<file path="src/design/old_pkg.sv">
// shared constants for the on-state open-load diagnostic block
package old_pkg;
   // channel count and clock
   localparam int          NUM_CH      = 5;
   localparam int          CLK_HZ      = 50000000;
   // timing figures as printed
   localparam int          BULB_DGL_US = 64;
   localparam int          CONV_DGL_US = 2000;
   localparam int          LED_MAX_US  = 2000;
   localparam int          REACT_US    = 100;
   // cycle counts derived from the figures (typical values)
   localparam int          BULB_DGL_CYC = BULB_DGL_US * (CLK_HZ / 1000000);
   localparam int          CONV_DGL_CYC = CONV_DGL_US * (CLK_HZ / 1000000);
   localparam int          LED_MAX_CYC  = LED_MAX_US * (CLK_HZ / 1000000);
   localparam int          REACT_CYC    = REACT_US * (CLK_HZ / 1000000);
   localparam int          CNT_W        = 17;
   // register byte addresses
   localparam logic [7:0]  ADDR_CTRL    = 8'h00;
   localparam logic [7:0]  ADDR_QUICK   = 8'h04;
   localparam logic [7:0]  ADDR_CH0     = 8'h08;
   localparam logic [7:0]  ADDR_RAW     = 8'h1C;
   // control register fields
   localparam int          FLT_SEL_LSB  = 0;
   localparam int          LED_EN_LSB   = 8;
   localparam int          TRIG_BIT     = 16;
   // channel status fields
   localparam int          ST_FAULT_BIT = 0;
   localparam int          ST_GLOBAL_BIT = 1;
   // quick register: global flag position
   localparam int          QK_GLOBAL_BIT = 8;
   localparam logic [31:0] CTRL_RST     = 32'h0000_0000;
   // axi responses
   localparam logic [1:0]  RESP_OKAY    = 2'h0;
   localparam logic [1:0]  RESP_SLVERR  = 2'h2;
endpackage

</file>
<file path="src/design/old_sync.sv">
// three-stage input synchroniser with agreement filter
`timescale 1ns/1ns
module old_sync #(
   parameter int W = 5
) (
   input  wire logic         ref_clk,
   input  wire logic         rst,
   input  wire logic [W-1:0] din,
   output logic      [W-1:0] dout
);
   typedef struct packed {
      logic [W-1:0] s1;
      logic [W-1:0] s2;
      logic [W-1:0] s3;
      logic [W-1:0] q;
   } old_sync_st_t;

   old_sync_st_t st_r;
   old_sync_st_t st_nxt;

   // an empty bus has nothing to synchronise
   if (W < 1) begin : g_bad_w
      $error("synchroniser width must be at least 1");
   end

   // a change counts only when stage two and three agree
   always_comb begin
      st_nxt    = st_r;
      st_nxt.s1 = din;
      st_nxt.s2 = st_r.s1;
      st_nxt.s3 = st_r.s2;
      for (int i = 0; i < W; i++) begin
         if (st_r.s2[i] == st_r.s3[i]) begin
            st_nxt.q[i] = st_r.s3[i];
         end
      end
   end

   always_ff @(posedge ref_clk) begin
      if (rst) begin
         st_r <= '0;
      end else begin
         st_r <= st_nxt;
      end
   end

   assign dout = st_r.q;
endmodule

</file>
<file path="src/design/old_chan.sv">
// per-channel on-state open-load detector, standard and led modes
`timescale 1ns/1ns
module old_chan (
   input  wire logic ref_clk,
   input  wire logic rst,
   input  wire logic out_cmd,
   input  wire logic out_high,
   input  wire logic ol_cur,
   input  wire logic led_cmp_high,
   input  wire logic filt_sel,
   input  wire logic led_en,
   input  wire logic trig_go,
   output logic      gate_on,
   output logic      led_src_on,
   output logic      fault_evt,
   output logic      busy,
   output logic      std_cond
);
   typedef enum logic [2:0] {
      LS_IDLE, LS_EVAL, LS_TRIG_OFF, LS_REACT
   } old_led_st_t;

   typedef struct packed {
      old_led_st_t      led_st;
      logic [16:0]      dgl_cnt;
      logic [16:0]      tmr;
      logic             cmd_d;
      logic             cond;
      logic             evt;
      logic             src;
      logic             gate;
   } old_chan_st_t;

   old_chan_st_t st_r;
   old_chan_st_t st_nxt;
   logic [16:0]  dgl_lim;

   // deglitch length from the filter select bit
   assign dgl_lim = filt_sel ? 17'(old_pkg::CONV_DGL_CYC)
                             : 17'(old_pkg::BULB_DGL_CYC);

   always_comb begin
      st_nxt      = st_r;
      st_nxt.evt  = 1'b0;
      st_nxt.cmd_d = out_cmd;
      st_nxt.gate = out_cmd;
      // standard detection, automatic while the output is on
      if (!out_high || led_en || !ol_cur) begin
         st_nxt.dgl_cnt = '0;
         st_nxt.cond    = 1'b0;
      end else if (st_r.dgl_cnt >= dgl_lim - 17'd1) begin
         st_nxt.cond = 1'b1;
         st_nxt.evt  = 1'b1;
      end else begin
         st_nxt.dgl_cnt = st_r.dgl_cnt + 17'd1;
      end
      // led mode checks the falling edge at switch-off
      case (st_r.led_st)
         LS_IDLE: begin
            st_nxt.src = 1'b0;
            if (led_en && trig_go && out_cmd) begin
               st_nxt.led_st = LS_TRIG_OFF;
               st_nxt.tmr    = '0;
               st_nxt.src    = 1'b1;
               st_nxt.gate   = 1'b0;
            end else if (led_en && st_r.cmd_d && !out_cmd) begin
               st_nxt.led_st = LS_EVAL;
               st_nxt.tmr    = '0;
               st_nxt.src    = 1'b1;
            end
         end
         LS_EVAL: begin
            st_nxt.tmr = st_r.tmr + 17'd1;
            if (!led_cmp_high) begin
               st_nxt.led_st = LS_IDLE;
               st_nxt.src    = 1'b0;
            end else if (out_cmd ||
                  st_r.tmr >= 17'(old_pkg::LED_MAX_CYC) - 17'd1) begin
               st_nxt.evt    = 1'b1;
               st_nxt.led_st = LS_IDLE;
               st_nxt.src    = 1'b0;
            end
         end
         LS_TRIG_OFF: begin
            // output held off for the check; released when done
            st_nxt.gate = 1'b0;
            st_nxt.tmr  = st_r.tmr + 17'd1;
            if (!led_cmp_high ||
                  st_r.tmr >= 17'(old_pkg::LED_MAX_CYC) - 17'd1) begin
               st_nxt.evt    = led_cmp_high;
               st_nxt.led_st = LS_REACT;
               st_nxt.tmr    = '0;
               st_nxt.gate   = out_cmd;
            end
         end
         LS_REACT: begin
            st_nxt.tmr = st_r.tmr + 17'd1;
            if (st_r.tmr >= 17'(old_pkg::REACT_CYC) - 17'd1) begin
               st_nxt.src    = 1'b0;
               st_nxt.led_st = LS_IDLE;
            end
         end
         default: st_nxt.led_st = LS_IDLE;
      endcase
   end

   always_ff @(posedge ref_clk) begin
      if (rst) begin
         st_r <= '0;
      end else begin
         st_r <= st_nxt;
      end
   end

   assign gate_on    = st_r.gate;
   assign led_src_on = st_r.src;
   assign fault_evt  = st_r.evt;
   assign std_cond   = st_r.cond;
   assign busy = (st_r.led_st == LS_TRIG_OFF) || (st_r.led_st == LS_REACT);
endmodule

</file>
<file path="src/design/old_top.sv">
// on-state open-load diagnostic top with axi4-lite register slave
//
// Register access over AXI4-Lite and the register addresses are this design's own decisions.
`timescale 1ns/1ns
// How it works
// - Each channel without led enable is monitored automatically whenever it is on.
// - A detection sets the quick flag, global flag and channel fault bit.
// - Standard faults clear once gone and read; led faults on the read.
// - A detection never turns the output off.
// - Filter select picks a 64 us or 2.0 ms deglitch per channel.
// - Deglitch counting runs only while the output is high, cleared when low.
// - Per-channel led enable selects low-current led detection.
// - Led mode sources current at switch-off; fault if high at 2 ms or re-on.
// - In pwm the led check starts at each on-time end and lasts up to 2 ms.
// - In pwm the sense source stops at a no-fault decision, at re-on or after 2 ms.
// - A trigger bit runs the led check on all led-enabled fully-on outputs together.
// - The trigger bit clears itself when the triggered check is done.
// - After a fully-on check the output returns; source stops 100 us later.
module old_top (
   input  wire logic                  ref_clk,
   input  wire logic                  rst,
   input  wire logic [7:0]            s_axi_awaddr,
   input  wire logic                  s_axi_awvalid,
   output logic                       s_axi_awready,
   input  wire logic [31:0]           s_axi_wdata,
   input  wire logic [3:0]            s_axi_wstrb,
   input  wire logic                  s_axi_wvalid,
   output logic                       s_axi_wready,
   output logic [1:0]                 s_axi_bresp,
   output logic                       s_axi_bvalid,
   input  wire logic                  s_axi_bready,
   input  wire logic [7:0]            s_axi_araddr,
   input  wire logic                  s_axi_arvalid,
   output logic                       s_axi_arready,
   output logic [31:0]                s_axi_rdata,
   output logic [1:0]                 s_axi_rresp,
   output logic                       s_axi_rvalid,
   input  wire logic                  s_axi_rready,
   input  wire logic [4:0]            out_cmd,
   input  wire logic [4:0]            out_high_pin,
   input  wire logic [4:0]            ol_cur_pin,
   input  wire logic [4:0]            led_cmp_pin,
   output logic      [4:0]            gate_on,
   output logic      [4:0]            led_sense_current_source,
   output logic      [4:0]            channel_quick_flag,
   output logic                       global_openload_flag
);
   localparam int N = old_pkg::NUM_CH;

   typedef struct packed {
      logic [7:0]   awaddr;
      logic         aw_have;
      logic [31:0]  wdata;
      logic [3:0]   wstrb;
      logic         w_have;
      logic         bvalid;
      logic [1:0]   bresp;
      logic         rvalid;
      logic [31:0]  rdata;
      logic [1:0]   rresp;
      logic [N-1:0] filt_sel;
      logic [N-1:0] led_en;
      logic         trig;
      logic         trig_seen;
      logic [N-1:0] fault;
      logic [N-1:0] fault_led;
      logic [N-1:0] gate;
      logic [N-1:0] src;
      logic         aw_rdy;
      logic         w_rdy;
      logic         ar_rdy;
      logic         glob;
   } old_top_st_t;

   old_top_st_t  st_r;
   old_top_st_t  st_nxt;
   logic [N-1:0] out_high;
   logic [N-1:0] ol_cur;
   logic [N-1:0] led_cmp;
   logic [N-1:0] ch_gate;
   logic [N-1:0] ch_src;
   logic [N-1:0] ch_evt;
   logic [N-1:0] ch_busy;
   logic [N-1:0] ch_cond;
   logic         trig_go;

   // the register map has room for exactly five channels
   if (old_pkg::NUM_CH != 5) begin : g_bad_ch
      $error("channel count must be 5");
   end

   // pins come from the analog side, outside this clock
   old_sync #(.W(3 * N)) u_sync (
      .ref_clk (ref_clk),
      .rst     (rst),
      .din     ({out_high_pin, ol_cur_pin, led_cmp_pin}),
      .dout    ({out_high, ol_cur, led_cmp})
   );

   // one trigger pulse starts all led-enabled channels that are commanded on together
   assign trig_go = st_r.trig && !st_r.trig_seen;

   genvar g;
   generate
      for (g = 0; g < N; g++) begin : g_ch
         old_chan u_chan (
            .ref_clk      (ref_clk),
            .rst          (rst),
            .out_cmd      (out_cmd[g]),
            .out_high     (out_high[g]),
            .ol_cur       (ol_cur[g]),
            .led_cmp_high (led_cmp[g]),
            .filt_sel     (st_r.filt_sel[g]),
            .led_en       (st_r.led_en[g]),
            .trig_go      (trig_go),
            .gate_on      (ch_gate[g]),
            .led_src_on   (ch_src[g]),
            .fault_evt    (ch_evt[g]),
            .busy         (ch_busy[g]),
            .std_cond     (ch_cond[g])
         );
      end
   endgenerate

   // register file, bus handshakes and flag latching
   always_comb begin
      logic         wr_fire;
      logic         rd_fire;
      logic [N-1:0] rd_clr;
      wr_fire = 1'b0;
      rd_fire = 1'b0;
      rd_clr  = '0;
      st_nxt  = st_r;
      st_nxt.gate = ch_gate;
      st_nxt.src  = ch_src;
      // self-clear first, so a trigger write in the same cycle wins
      if (st_r.trig && !st_r.trig_seen) begin
         st_nxt.trig_seen = 1'b1;
      end else if (st_r.trig && ~|ch_busy) begin
         st_nxt.trig = 1'b0;
      end
      if (s_axi_awvalid && st_r.aw_rdy) begin
         st_nxt.aw_have = 1'b1;
         st_nxt.awaddr  = s_axi_awaddr;
      end
      if (s_axi_wvalid && st_r.w_rdy) begin
         st_nxt.w_have = 1'b1;
         st_nxt.wdata  = s_axi_wdata;
         st_nxt.wstrb  = s_axi_wstrb;
      end
      if (st_r.bvalid && s_axi_bready) begin
         st_nxt.bvalid = 1'b0;
      end
      if (st_r.rvalid && s_axi_rready) begin
         st_nxt.rvalid = 1'b0;
      end
      wr_fire = st_r.aw_have && st_r.w_have && !st_r.bvalid;
      if (wr_fire) begin
         st_nxt.aw_have = 1'b0;
         st_nxt.w_have  = 1'b0;
         st_nxt.bvalid  = 1'b1;
         st_nxt.bresp   = old_pkg::RESP_OKAY;
         if (st_r.awaddr == old_pkg::ADDR_CTRL) begin
            if (st_r.wstrb[0]) begin
               st_nxt.filt_sel = st_r.wdata[old_pkg::FLT_SEL_LSB +: N];
            end
            if (st_r.wstrb[1]) begin
               st_nxt.led_en = st_r.wdata[old_pkg::LED_EN_LSB +: N];
            end
            if (st_r.wstrb[2] && st_r.wdata[old_pkg::TRIG_BIT]) begin
               st_nxt.trig      = 1'b1;
               st_nxt.trig_seen = 1'b0;
            end
         end else begin
            st_nxt.bresp = old_pkg::RESP_SLVERR;
         end
      end
      rd_fire = s_axi_arvalid && st_r.ar_rdy;
      if (rd_fire) begin
         st_nxt.rvalid = 1'b1;
         st_nxt.rresp  = old_pkg::RESP_OKAY;
         st_nxt.rdata  = '0;
         case (s_axi_araddr)
            old_pkg::ADDR_CTRL: begin
               st_nxt.rdata[old_pkg::FLT_SEL_LSB +: N] = st_r.filt_sel;
               st_nxt.rdata[old_pkg::LED_EN_LSB +: N]  = st_r.led_en;
               st_nxt.rdata[old_pkg::TRIG_BIT]         = st_r.trig;
            end
            old_pkg::ADDR_QUICK: begin
               st_nxt.rdata[N-1:0] = st_r.fault;
               st_nxt.rdata[old_pkg::QK_GLOBAL_BIT] = |st_r.fault;
            end
            old_pkg::ADDR_RAW: begin
               st_nxt.rdata[N-1:0] = ch_cond;
            end
            default: begin
               st_nxt.rresp = old_pkg::RESP_SLVERR;
               for (int i = 0; i < N; i++) begin
                  if (s_axi_araddr == old_pkg::ADDR_CH0 + 8'(4 * i)) begin
                     st_nxt.rresp = old_pkg::RESP_OKAY;
                     st_nxt.rdata[old_pkg::ST_FAULT_BIT] = st_r.fault[i];
                     st_nxt.rdata[old_pkg::ST_GLOBAL_BIT] = |st_r.fault;
                     rd_clr[i] = 1'b1;
                  end
               end
            end
         endcase
      end
      // latched faults; a new event wins over the read clear
      for (int i = 0; i < N; i++) begin
         if (rd_clr[i] && (st_r.fault_led[i] || !ch_cond[i])) begin
            st_nxt.fault[i]     = 1'b0;
            st_nxt.fault_led[i] = 1'b0;
         end
         if (ch_evt[i]) begin
            st_nxt.fault[i]     = 1'b1;
            st_nxt.fault_led[i] = st_r.led_en[i];
         end
      end
      // readies and global flag kept in flops so every output is registered
      st_nxt.aw_rdy = !st_nxt.aw_have;
      st_nxt.w_rdy  = !st_nxt.w_have;
      st_nxt.ar_rdy = !st_nxt.rvalid;
      st_nxt.glob   = |st_nxt.fault;
   end

   always_ff @(posedge ref_clk) begin
      if (rst) begin
         st_r <= '0;
      end else begin
         st_r <= st_nxt;
      end
   end

   assign s_axi_awready = st_r.aw_rdy;
   assign s_axi_wready  = st_r.w_rdy;
   assign s_axi_bvalid  = st_r.bvalid;
   assign s_axi_bresp   = st_r.bresp;
   assign s_axi_arready = st_r.ar_rdy;
   assign s_axi_rvalid  = st_r.rvalid;
   assign s_axi_rdata   = st_r.rdata;
   assign s_axi_rresp   = st_r.rresp;
   assign gate_on                  = st_r.gate;
   assign led_sense_current_source = st_r.src;
   assign channel_quick_flag       = st_r.fault;
   assign global_openload_flag     = st_r.glob;
endmodule

</file>
<file path="config.mk">
export PLATFORM = sky130hd
export DESIGN_NAME = old_top
export DESIGN_NICKNAME = d
export VERILOG_FILES = /design/src/design/old_pkg.sv /design/src/design/old_sync.sv /design/src/design/old_chan.sv /design/src/design/old_top.sv
export SDC_FILE = /design/constraint.sdc
export NUM_CORES = 1
export LEC_CHECK = 0
export BUFFER_PORTS_ARGS = -buffer_cell sky130_fd_sc_hd__buf_4
export CAP_MARGIN = 20
export CORE_MARGIN = 5
export CORE_UTILIZATION = 55
export CTS_CLUSTER_SIZE = 40
export DETAILED_ROUTE_END_ITERATION = 8
export PLACE_DENSITY = 0.84
export SLEW_MARGIN = 40
export SYNTH_ARGS = -nofsm -noshare
export SYNTH_HDL_FRONTEND = slang
export SYNTH_SLANG_ARGS = --single-unit
</file>
<file path="constraint.sdc">
create_clock -name ref_clk -period 3.1 [get_ports ref_clk]
set_input_delay 0.465 -clock ref_clk [delete_from_list [all_inputs] [get_ports ref_clk]]
set_output_delay 0.465 -clock ref_clk [all_outputs]
set_load 0.05 [all_outputs]
</file>
# Yosys cells after proc, flatten, opt, wreduce, memory -nomap -nowiden

Index checks and enable logic that the tools add are counted.

$add $sub $neg: 15
$lt $le $gt $ge: 15
Equal/unequal tests: 57
Muxes and demuxes: 182
Reductions and logical operators: 150

Operator list:

| kind                    | count |
|---|---|
| $mux W17                | 20 |
| $pmux W17 S3            | 5 |
| $add A17 B1 Y17 const B | 10 |
| $mux W3                 | 30 |
| $ge A17 B13 Y1 const B  | 5 |
| $ge A17 B17 Y1          | 5 |
| $ge A17 B17 Y1 const B  | 5 |
| $sub A17 B1 Y17 const B | 5 |
| $mux W1                 | 84 |
| $pmux W3 S4             | 5 |
| $logic_and A1 B1 Y1     | 35 |
| $mux W35                | 1 |
| $eq A8 B5 Y1 const B    | 4 |
| $logic_not A1 Y1        | 31 |
| $eq A3 B2 Y1 const B    | 10 |
| $logic_or A1 B1 Y1      | 30 |
| $reduce_bool A3 Y1      | 10 |
| $mux W4                 | 7 |
| $pmux W1 S2             | 11 |
| $reduce_and A3 Y1       | 7 |
| $mux W2                 | 10 |
| $ne A2 B1 Y1 const B    | 10 |
| $reduce_and A4 Y1       | 5 |
| $reduce_or A2 Y1        | 10 |
| 16 further kinds        | 64 |

Register bits: 353
Bits of input ports: 79
Output and inout port bits: 57
Word-level logic and storage cells: 503

# Depth between registers and ports, before layout

Depth after elaboration: 10
Depth in mapped cells: 9
Gate-level depth less buffers: 8

# Hierarchy

A second synthesis with hierarchy kept.

Cell total of the unflattened synthesis: 2066
Area total of the unflattened synthesis: 17578.1 um2

Modules (own cells, without submodules):

| module                        | times used | cells each | area each (um2) | sequential area each (um2) |
|---|---|---|---|---|
| old_chan (g_ch[0].u_chan ...) | 4          | 293        | 2441.1          | 820.8 |
| old_top                       | 1          | 383        | 3286.9          | 1501.4 |
| old_chan (g_ch[4].u_chan)     | 1          | 340        | 2695.1          | 820.8 |
| old_sync                      | 1          | 171        | 1831.8          | 1201.2 |

# Worst setup path before layout

No wires, ideal clock.

Path type: reg2reg
Start: register st_r[35] (netlist bit)
End: register g_ch[4].u_chan.st_r[38] (netlist bit)
Library setup time: 72 ps
Data arrival time: 2276 ps
Required time: 3028 ps
Slack: 752 ps
Stages on the path, launching flop included: 8
Buffers on the path: 0
Period minus slack after synthesis: 2348 ps
Cells stage by stage: dfxtp_1 -> ha_1 -> a21o_1 -> a211o_1 -> o211a_1 -> or3_4 -> or4_1 -> a21oi_1

Longest elaborated chain between the ends: 3

RTL lines:

| element                  | line            | source |
|---|---|---|
| start: declaration       | old_top.sv:75   | `old_top_st_t st_r;` |
| start signal: assignment | old_top.sv:231  | `st_r <= st_nxt;` |
| $mux W17                 | old_chan.sv:39  | `assign dgl_lim = filt_sel ? 17'(old_pkg::CONV_DGL_CYC)` |
| $sub A17 B1 Y17          | old_chan.sv:51  | `end else if (st_r.dgl_cnt >= dgl_lim - 17'd1) begin` |
| $ge A17 B17 Y1           | old_chan.sv:51  |  |
| end signal: assignment   | old_chan.sv:111 | `st_r <= st_nxt;` |
| end: declaration         | old_chan.sv:34  | `old_chan_st_t st_r;` |

Every way passes these cells.
A chain may end at the register's enable or synchronous reset.

# Final worst setup path

Start: register st_r[31] (netlist bit)
End: register g_ch[0].u_chan.st_r[35] (netlist bit)

Longest elaborated chain between the ends: 3

RTL lines:

| element                | line |
|---|---|
| $mux W17               | old_chan.sv:39 |
| $sub A17 B1 Y17        | old_chan.sv:51 |
| $ge A17 B17 Y1         | old_chan.sv:51 |
| end signal: assignment | old_chan.sv:111 |
| end: declaration       | old_chan.sv:34 |

Every way passes these cells.

==> flow_summary.html <==
<table>
<tr><th>Metric</th><th>Value</th></tr>
<tr><th colspan="2">Outcome</th></tr>
<tr><td>Result of the run</td><td>finished, final reports clean</td></tr>
<tr><th colspan="2">Place</th></tr>
<tr><td>Count of input and output buffers</td><td>90</td></tr>
<tr><td>GPL Wtd Cong</td><td>0.899</td></tr>
<tr><td>Placed Cells</td><td>2370</td></tr>
<tr><td>HPWL after detailed placement</td><td>26.9 mm</td></tr>
<tr><th colspan="2">Finish</th></tr>
<tr><td>Final net count</td><td>2169</td></tr>
<tr><td>Fraction of layout cells with a size suffix above 1</td><td>9.54%</td></tr>
<tr><td>P&amp;R area growth vs syn</td><td>13.0%</td></tr>
<tr><td>Antenna Cells</td><td>0</td></tr>
<tr><td>Total area of sequential cells</td><td>0.00681 mm2</td></tr>
<tr><td>Fillers</td><td>2426</td></tr>
<tr><td>Area of combinational cells with multiple inputs</td><td>0.00882 mm2</td></tr>
<tr><td>Count of non-filler cells in the finished layout</td><td>2435</td></tr>
<tr><th colspan="2">Critical path</th></tr>
<tr><td>Critical path origin</td><td>st_r[31]</td></tr>
<tr><td>Data arrival at the endpoint of the critical path</td><td>3.22 ns</td></tr>
<tr><td>Category of the worst setup path launch point</td><td>register</td></tr>
<tr><td>Reg-to-reg setup timing slack</td><td>0.30 ns</td></tr>
<tr><td>End of the worst register-to-register path</td><td>g_ch[0].u_chan.st_r[35]</td></tr>
<tr><td>Count of cells along the worst register-to-register path</td><td>8</td></tr>
<tr><td>Reg-to-Reg Start</td><td>st_r[31]</td></tr>
<tr><td>Path type of the worst setup path</td><td>reg2reg</td></tr>
<tr><td>Element type at the critical path end</td><td>register</td></tr>
<tr><td>Crit path max fanout</td><td>11</td></tr>
<tr><td>Data required time at the worst endpoint</td><td>3.52 ns</td></tr>
<tr><th colspan="2">Routing</th></tr>
<tr><td>Per-cell via count in the routed design</td><td>5.87</td></tr>
<tr><td>Drt first-iter violations</td><td>1032</td></tr>
<tr><td>Final Routed Wirelength</td><td>38.4 mm</td></tr>
<tr><td>Antenna Violating Nets Remaining</td><td>0</td></tr>
<tr><td>Total via count after detailed routing</td><td>14300</td></tr>
<tr><td>Router iterations before antenna repair</td><td>6</td></tr>
<tr><td>Routed wire per std cell</td><td>15.8 um</td></tr>
<tr><td>Total DRC errors in the routed layout</td><td>0</td></tr>
<tr><th colspan="2">Power and ir drop</th></tr>
<tr><td>Sequential fraction of design power</td><td>42.0%</td></tr>
<tr><td>IR drop worst, VDD</td><td>482 uV</td></tr>
<tr><td>Psw</td><td>0.00290 W</td></tr>
<tr><td>Switching share of power</td><td>26.5%</td></tr>
<tr><td>Static leakage power</td><td>6.99 nW</td></tr>
<tr><td>Part of the power in the clock network</td><td>43.7%</td></tr>
<tr><td>Total power divided by cell area</td><td>589 mW/mm2</td></tr>
<tr><td>Internal power</td><td>0.00802 W</td></tr>
<tr><td>Share of power burned in combinational logic</td><td>14.3%</td></tr>
<tr><th colspan="2">Global route</th></tr>
<tr><td>Wire length of the first global-routing pass</td><td>63.5 mm</td></tr>
<tr><td>Overflow left after global routing</td><td>0</td></tr>
<tr><td>Initial antenna violation count</td><td>0</td></tr>
<tr><td>Pin count of the biggest net entering global routing</td><td>65</td></tr>
<tr><td>Vias in the first global route</td><td>13700</td></tr>
<tr><td>GRT Util Overall</td><td>22.1%</td></tr>
<tr><th colspan="2">Timing</th></tr>
<tr><td>Final period utilization</td><td>90.3%</td></tr>
<tr><td>Post-Route Skew</td><td>0.0113 ns</td></tr>
<tr><td>Timing-limited maximum frequency</td><td>357 MHz</td></tr>
<tr><td>Setup repair after global routing missed its margin</td><td>false</td></tr>
<tr><td>Clock period minus worst slack</td><td>2.80 ns</td></tr>
<tr><td>Setup violation total in the final timing report</td><td>0</td></tr>
<tr><td>Hold violation total from the final report</td><td>0</td></tr>
<tr><td>Final TNS setup</td><td>0 ns</td></tr>
<tr><td>Count of final max-slew check failures</td><td>0</td></tr>
<tr><td>Worst Max-Slew Pin Slew</td><td>0.719 ns</td></tr>
<tr><td>Relative slew slack</td><td>51.6%</td></tr>
<tr><th colspan="2">Synthesis</th></tr>
<tr><td>Summed instance area of the synthesized netlist</td><td>0.0164 mm2</td></tr>
<tr><td>Synth Area per Inst</td><td>8.35 um2</td></tr>
<tr><td>Sequential cell area fraction in the yosys report</td><td>41.5%</td></tr>
<tr><td>Number of instances in the synthesized netlist</td><td>1963</td></tr>
<tr><td>Flip-flop and latch count after synthesis</td><td>340</td></tr>
<tr><td>EDFF count, synth</td><td>0</td></tr>
<tr><td>Netlist cell types</td><td>73</td></tr>
<tr><td>Total of warnings raised by yosys</td><td>0</td></tr>
<tr><td>Fraction of synthesis flops using an asynchronous set or reset pin</td><td>0%</td></tr>
<tr><td>Dominant register cell in the synthesized netlist</td><td>sky130_fd_sc_hd__dfxtp_1</td></tr>
<tr><th colspan="2">Hold path</th></tr>
<tr><td>Hold depth</td><td>2</td></tr>
<tr><td>Startpoint of the most critical hold path</td><td>out_high_pin[2]</td></tr>
<tr><td>End point of the most critical hold path</td><td>u_sync.st_nxt[42]</td></tr>
<tr><td>Worst hold path type</td><td>in2reg</td></tr>
<tr><th colspan="2">Clock tree</th></tr>
<tr><td>Root Driver</td><td>sky130_fd_sc_hd__clkbuf_16</td></tr>
<tr><td>Hold_buf cts</td><td>0</td></tr>
<tr><td>Clock Path Buffers</td><td>3</td></tr>
<tr><td>Setup Buffers After CTS</td><td>0</td></tr>
<tr><td>Skew-Pair Late Insertion Delay</td><td>0.52 ns</td></tr>
<tr><td>Count of cells resized by post-cts repair</td><td>0</td></tr>
<tr><td>Clock transition time at the flip-flop clock pins of the worst setup and hold paths</td><td>0.06 ns</td></tr>
<tr><td>TritonCTS Buffers</td><td>36</td></tr>
<tr><td>Clock sink total</td><td>340</td></tr>
<tr><td>Htree depth</td><td>2</td></tr>
<tr><td>TritonCTS clock tree</td><td>built</td></tr>
<tr><th colspan="2">Floorplan</th></tr>
<tr><td>Top Ports</td><td>136</td></tr>
<tr><td>CORE AREA</td><td>0.0296 mm2</td></tr>
<tr><td>Die outline area</td><td>0.0334 mm2</td></tr>
<tr><td>Number of rows created at floorplan</td><td>63</td></tr>
<tr><td>Effective utilization at floorplan</td><td>55.4%</td></tr>
<tr><td>Chip Height</td><td>183 um</td></tr>
<tr><td>Die width</td><td>183 um</td></tr>
<tr><th colspan="2">Run</th></tr>
<tr><td>Max Cap Viol</td><td>0</td></tr>
</table>
## critical path, stage by stage, from the launching register on
cell                       delay [ns]
sky130_fd_sc_hd__dfxtp_1         0.47
sky130_fd_sc_hd__inv_1           0.15
sky130_fd_sc_hd__ha_1            0.30
sky130_fd_sc_hd__and4b_1         0.21
sky130_fd_sc_hd__o211a_1         0.12
sky130_fd_sc_hd__o211ai_1        0.37
sky130_fd_sc_hd__nand4_1         0.43
sky130_fd_sc_hd__or3_1           0.46
sky130_fd_sc_hd__a21oi_1         0.19
## power by group through the flow
stage	combinational (W)	clock, W	sequential [W]
global route	0.00172	0.00502	0.00460
CTS	0.00154	0.00484	0.00458
finish	0.00156	0.00477	0.00459
global placement	0.00148	0	0.00467
detailed placement	0.00152	0	0.00468
floorplan	0.00117	0	0.00467
## worst max-delay path by stage
stage | endpoint | slack (ns) | depth (start not counted)
2_1_floorplan | g_ch[4].u_chan.st_r[38] | 0.75 | 7
3_3_place_gp | g_ch[0].u_chan.st_r[38] | 0.49 | 8
3_5_place_dp | g_ch[0].u_chan.st_r[34] | 0.32 | 8
4_1_cts | g_ch[0].u_chan.st_r[35] | 0.30 | 8
5_1_grt | g_ch[0].u_chan.st_r[34] | 0.04 | 8
6_report | g_ch[0].u_chan.st_r[35] | 0.30 | 8
## registers in the layout, indices dropped and copies added, names as in the netlist
signal	flops
s_axi_wready	1
g_ch.u_chan.led_src_on	5
u_sync.st_r	15
s_axi_rdata	11
g_ch.u_chan.fault_evt	5
global_openload_flag	1
s_axi_rvalid	1
s_axi_awready	1
u_sync.dout	15
s_axi_rresp	1
st_r	41
u_sync.st_nxt	30
g_ch.u_chan.st_r	185
led_sense_current_source	5
gate_on	5
s_axi_bresp	1
s_axi_arready	1
channel_quick_flag	5
s_axi_bvalid	1
g_ch.u_chan.gate_on	5
g_ch.u_chan.std_cond	5
## area by class of cell
type	count	share of cell area [%]
Clock buffer	47	5.53
Clock inverter	18	1.65
Inverter	54	1.09
Multi-Input combinational cell	1470	47.6
Sequential cell	340	36.8
Tap cell	390	2.64
Timing Repair Buffer	116	4.72
## stage by stage
stage / power [W] / area, um2 / setup WS (ns) / util, % / hold WS [ns]
after floorplan: 0.00584 / 16500 / 0.752 / - / 0.414
final: 0.0109 / 18500 / 0.300 / 62.6 / 0.155
after CTS: 0.0110 / 18500 / 0.304 / 62.6 / 0.141
after global placement: 0.00615 / 17200 / 0.492 / 58.2 / 0.419
after global routing: 0.0113 / 18500 / 0.0352 / 62.6 / 0.155
after detailed placement: 0.00619 / 17200 / 0.321 / 58.2 / 0.429
## cells by family (layout without fill, tap and decap cells)
group	after synthesis	count (layout)	share of synthesized area [%]
mux	14	14	0.863
buf+inv	175	235	5.18
flops	340	340	41.5
fa+ha+maj	72	72	5.50
xor+xnor	117	117	6.25
compound gates	356	356	13.8
other cells	1	23	0.0229
simple gates	888	888	26.9
## metal layers
layer | track usage [%] | up-vias | wire [um]
met5 | 0 | - | 0
met4 | 9.79 | 0 | 1570
met3 | 3.35 | 124 | 2290
met2 | 37.0 | 455 | 18100
met1 | 28.3 | 6712 | 16400
li1 | - | 6995 | -
## cells in the mapped netlist, drive strengths merged, types with 35 or more instances
master  instances  area (um2)
nor2          223         837
nor4           35         219
buf            55         399
nor2b          68         425
nand4          58         363
ha             72         901
o21ai          76         380
a21oi         129         646
xor2           64         561
nand2         205         769
nor3           43         215
and3           41         257
xnor2          53         464
clkbuf         66         248
inv            54         203
dfxtp         340        6810
nand3         105         526
## cells in the final DEF (no fill, tap or decap), types with 35 or more instances in the layout
cell	instances
sky130_fd_sc_hd__dfxtp_1	340
sky130_fd_sc_hd__nor2_1	223
sky130_fd_sc_hd__nand2_1	205
sky130_fd_sc_hd__a21oi_1	129
sky130_fd_sc_hd__buf_4	115
sky130_fd_sc_hd__nand3_1	105
sky130_fd_sc_hd__ha_1	72
sky130_fd_sc_hd__o21ai_0	68
sky130_fd_sc_hd__nor2b_1	68
sky130_fd_sc_hd__xor2_1	64
sky130_fd_sc_hd__nand4_1	58
sky130_fd_sc_hd__inv_1	54
sky130_fd_sc_hd__xnor2_1	53
sky130_fd_sc_hd__nor3_1	43
sky130_fd_sc_hd__and3_1	41
sky130_fd_sc_hd__clkbuf_16	37
sky130_fd_sc_hd__nor4_1	35
Note: power is estimated with default switching activity, not from simulation.
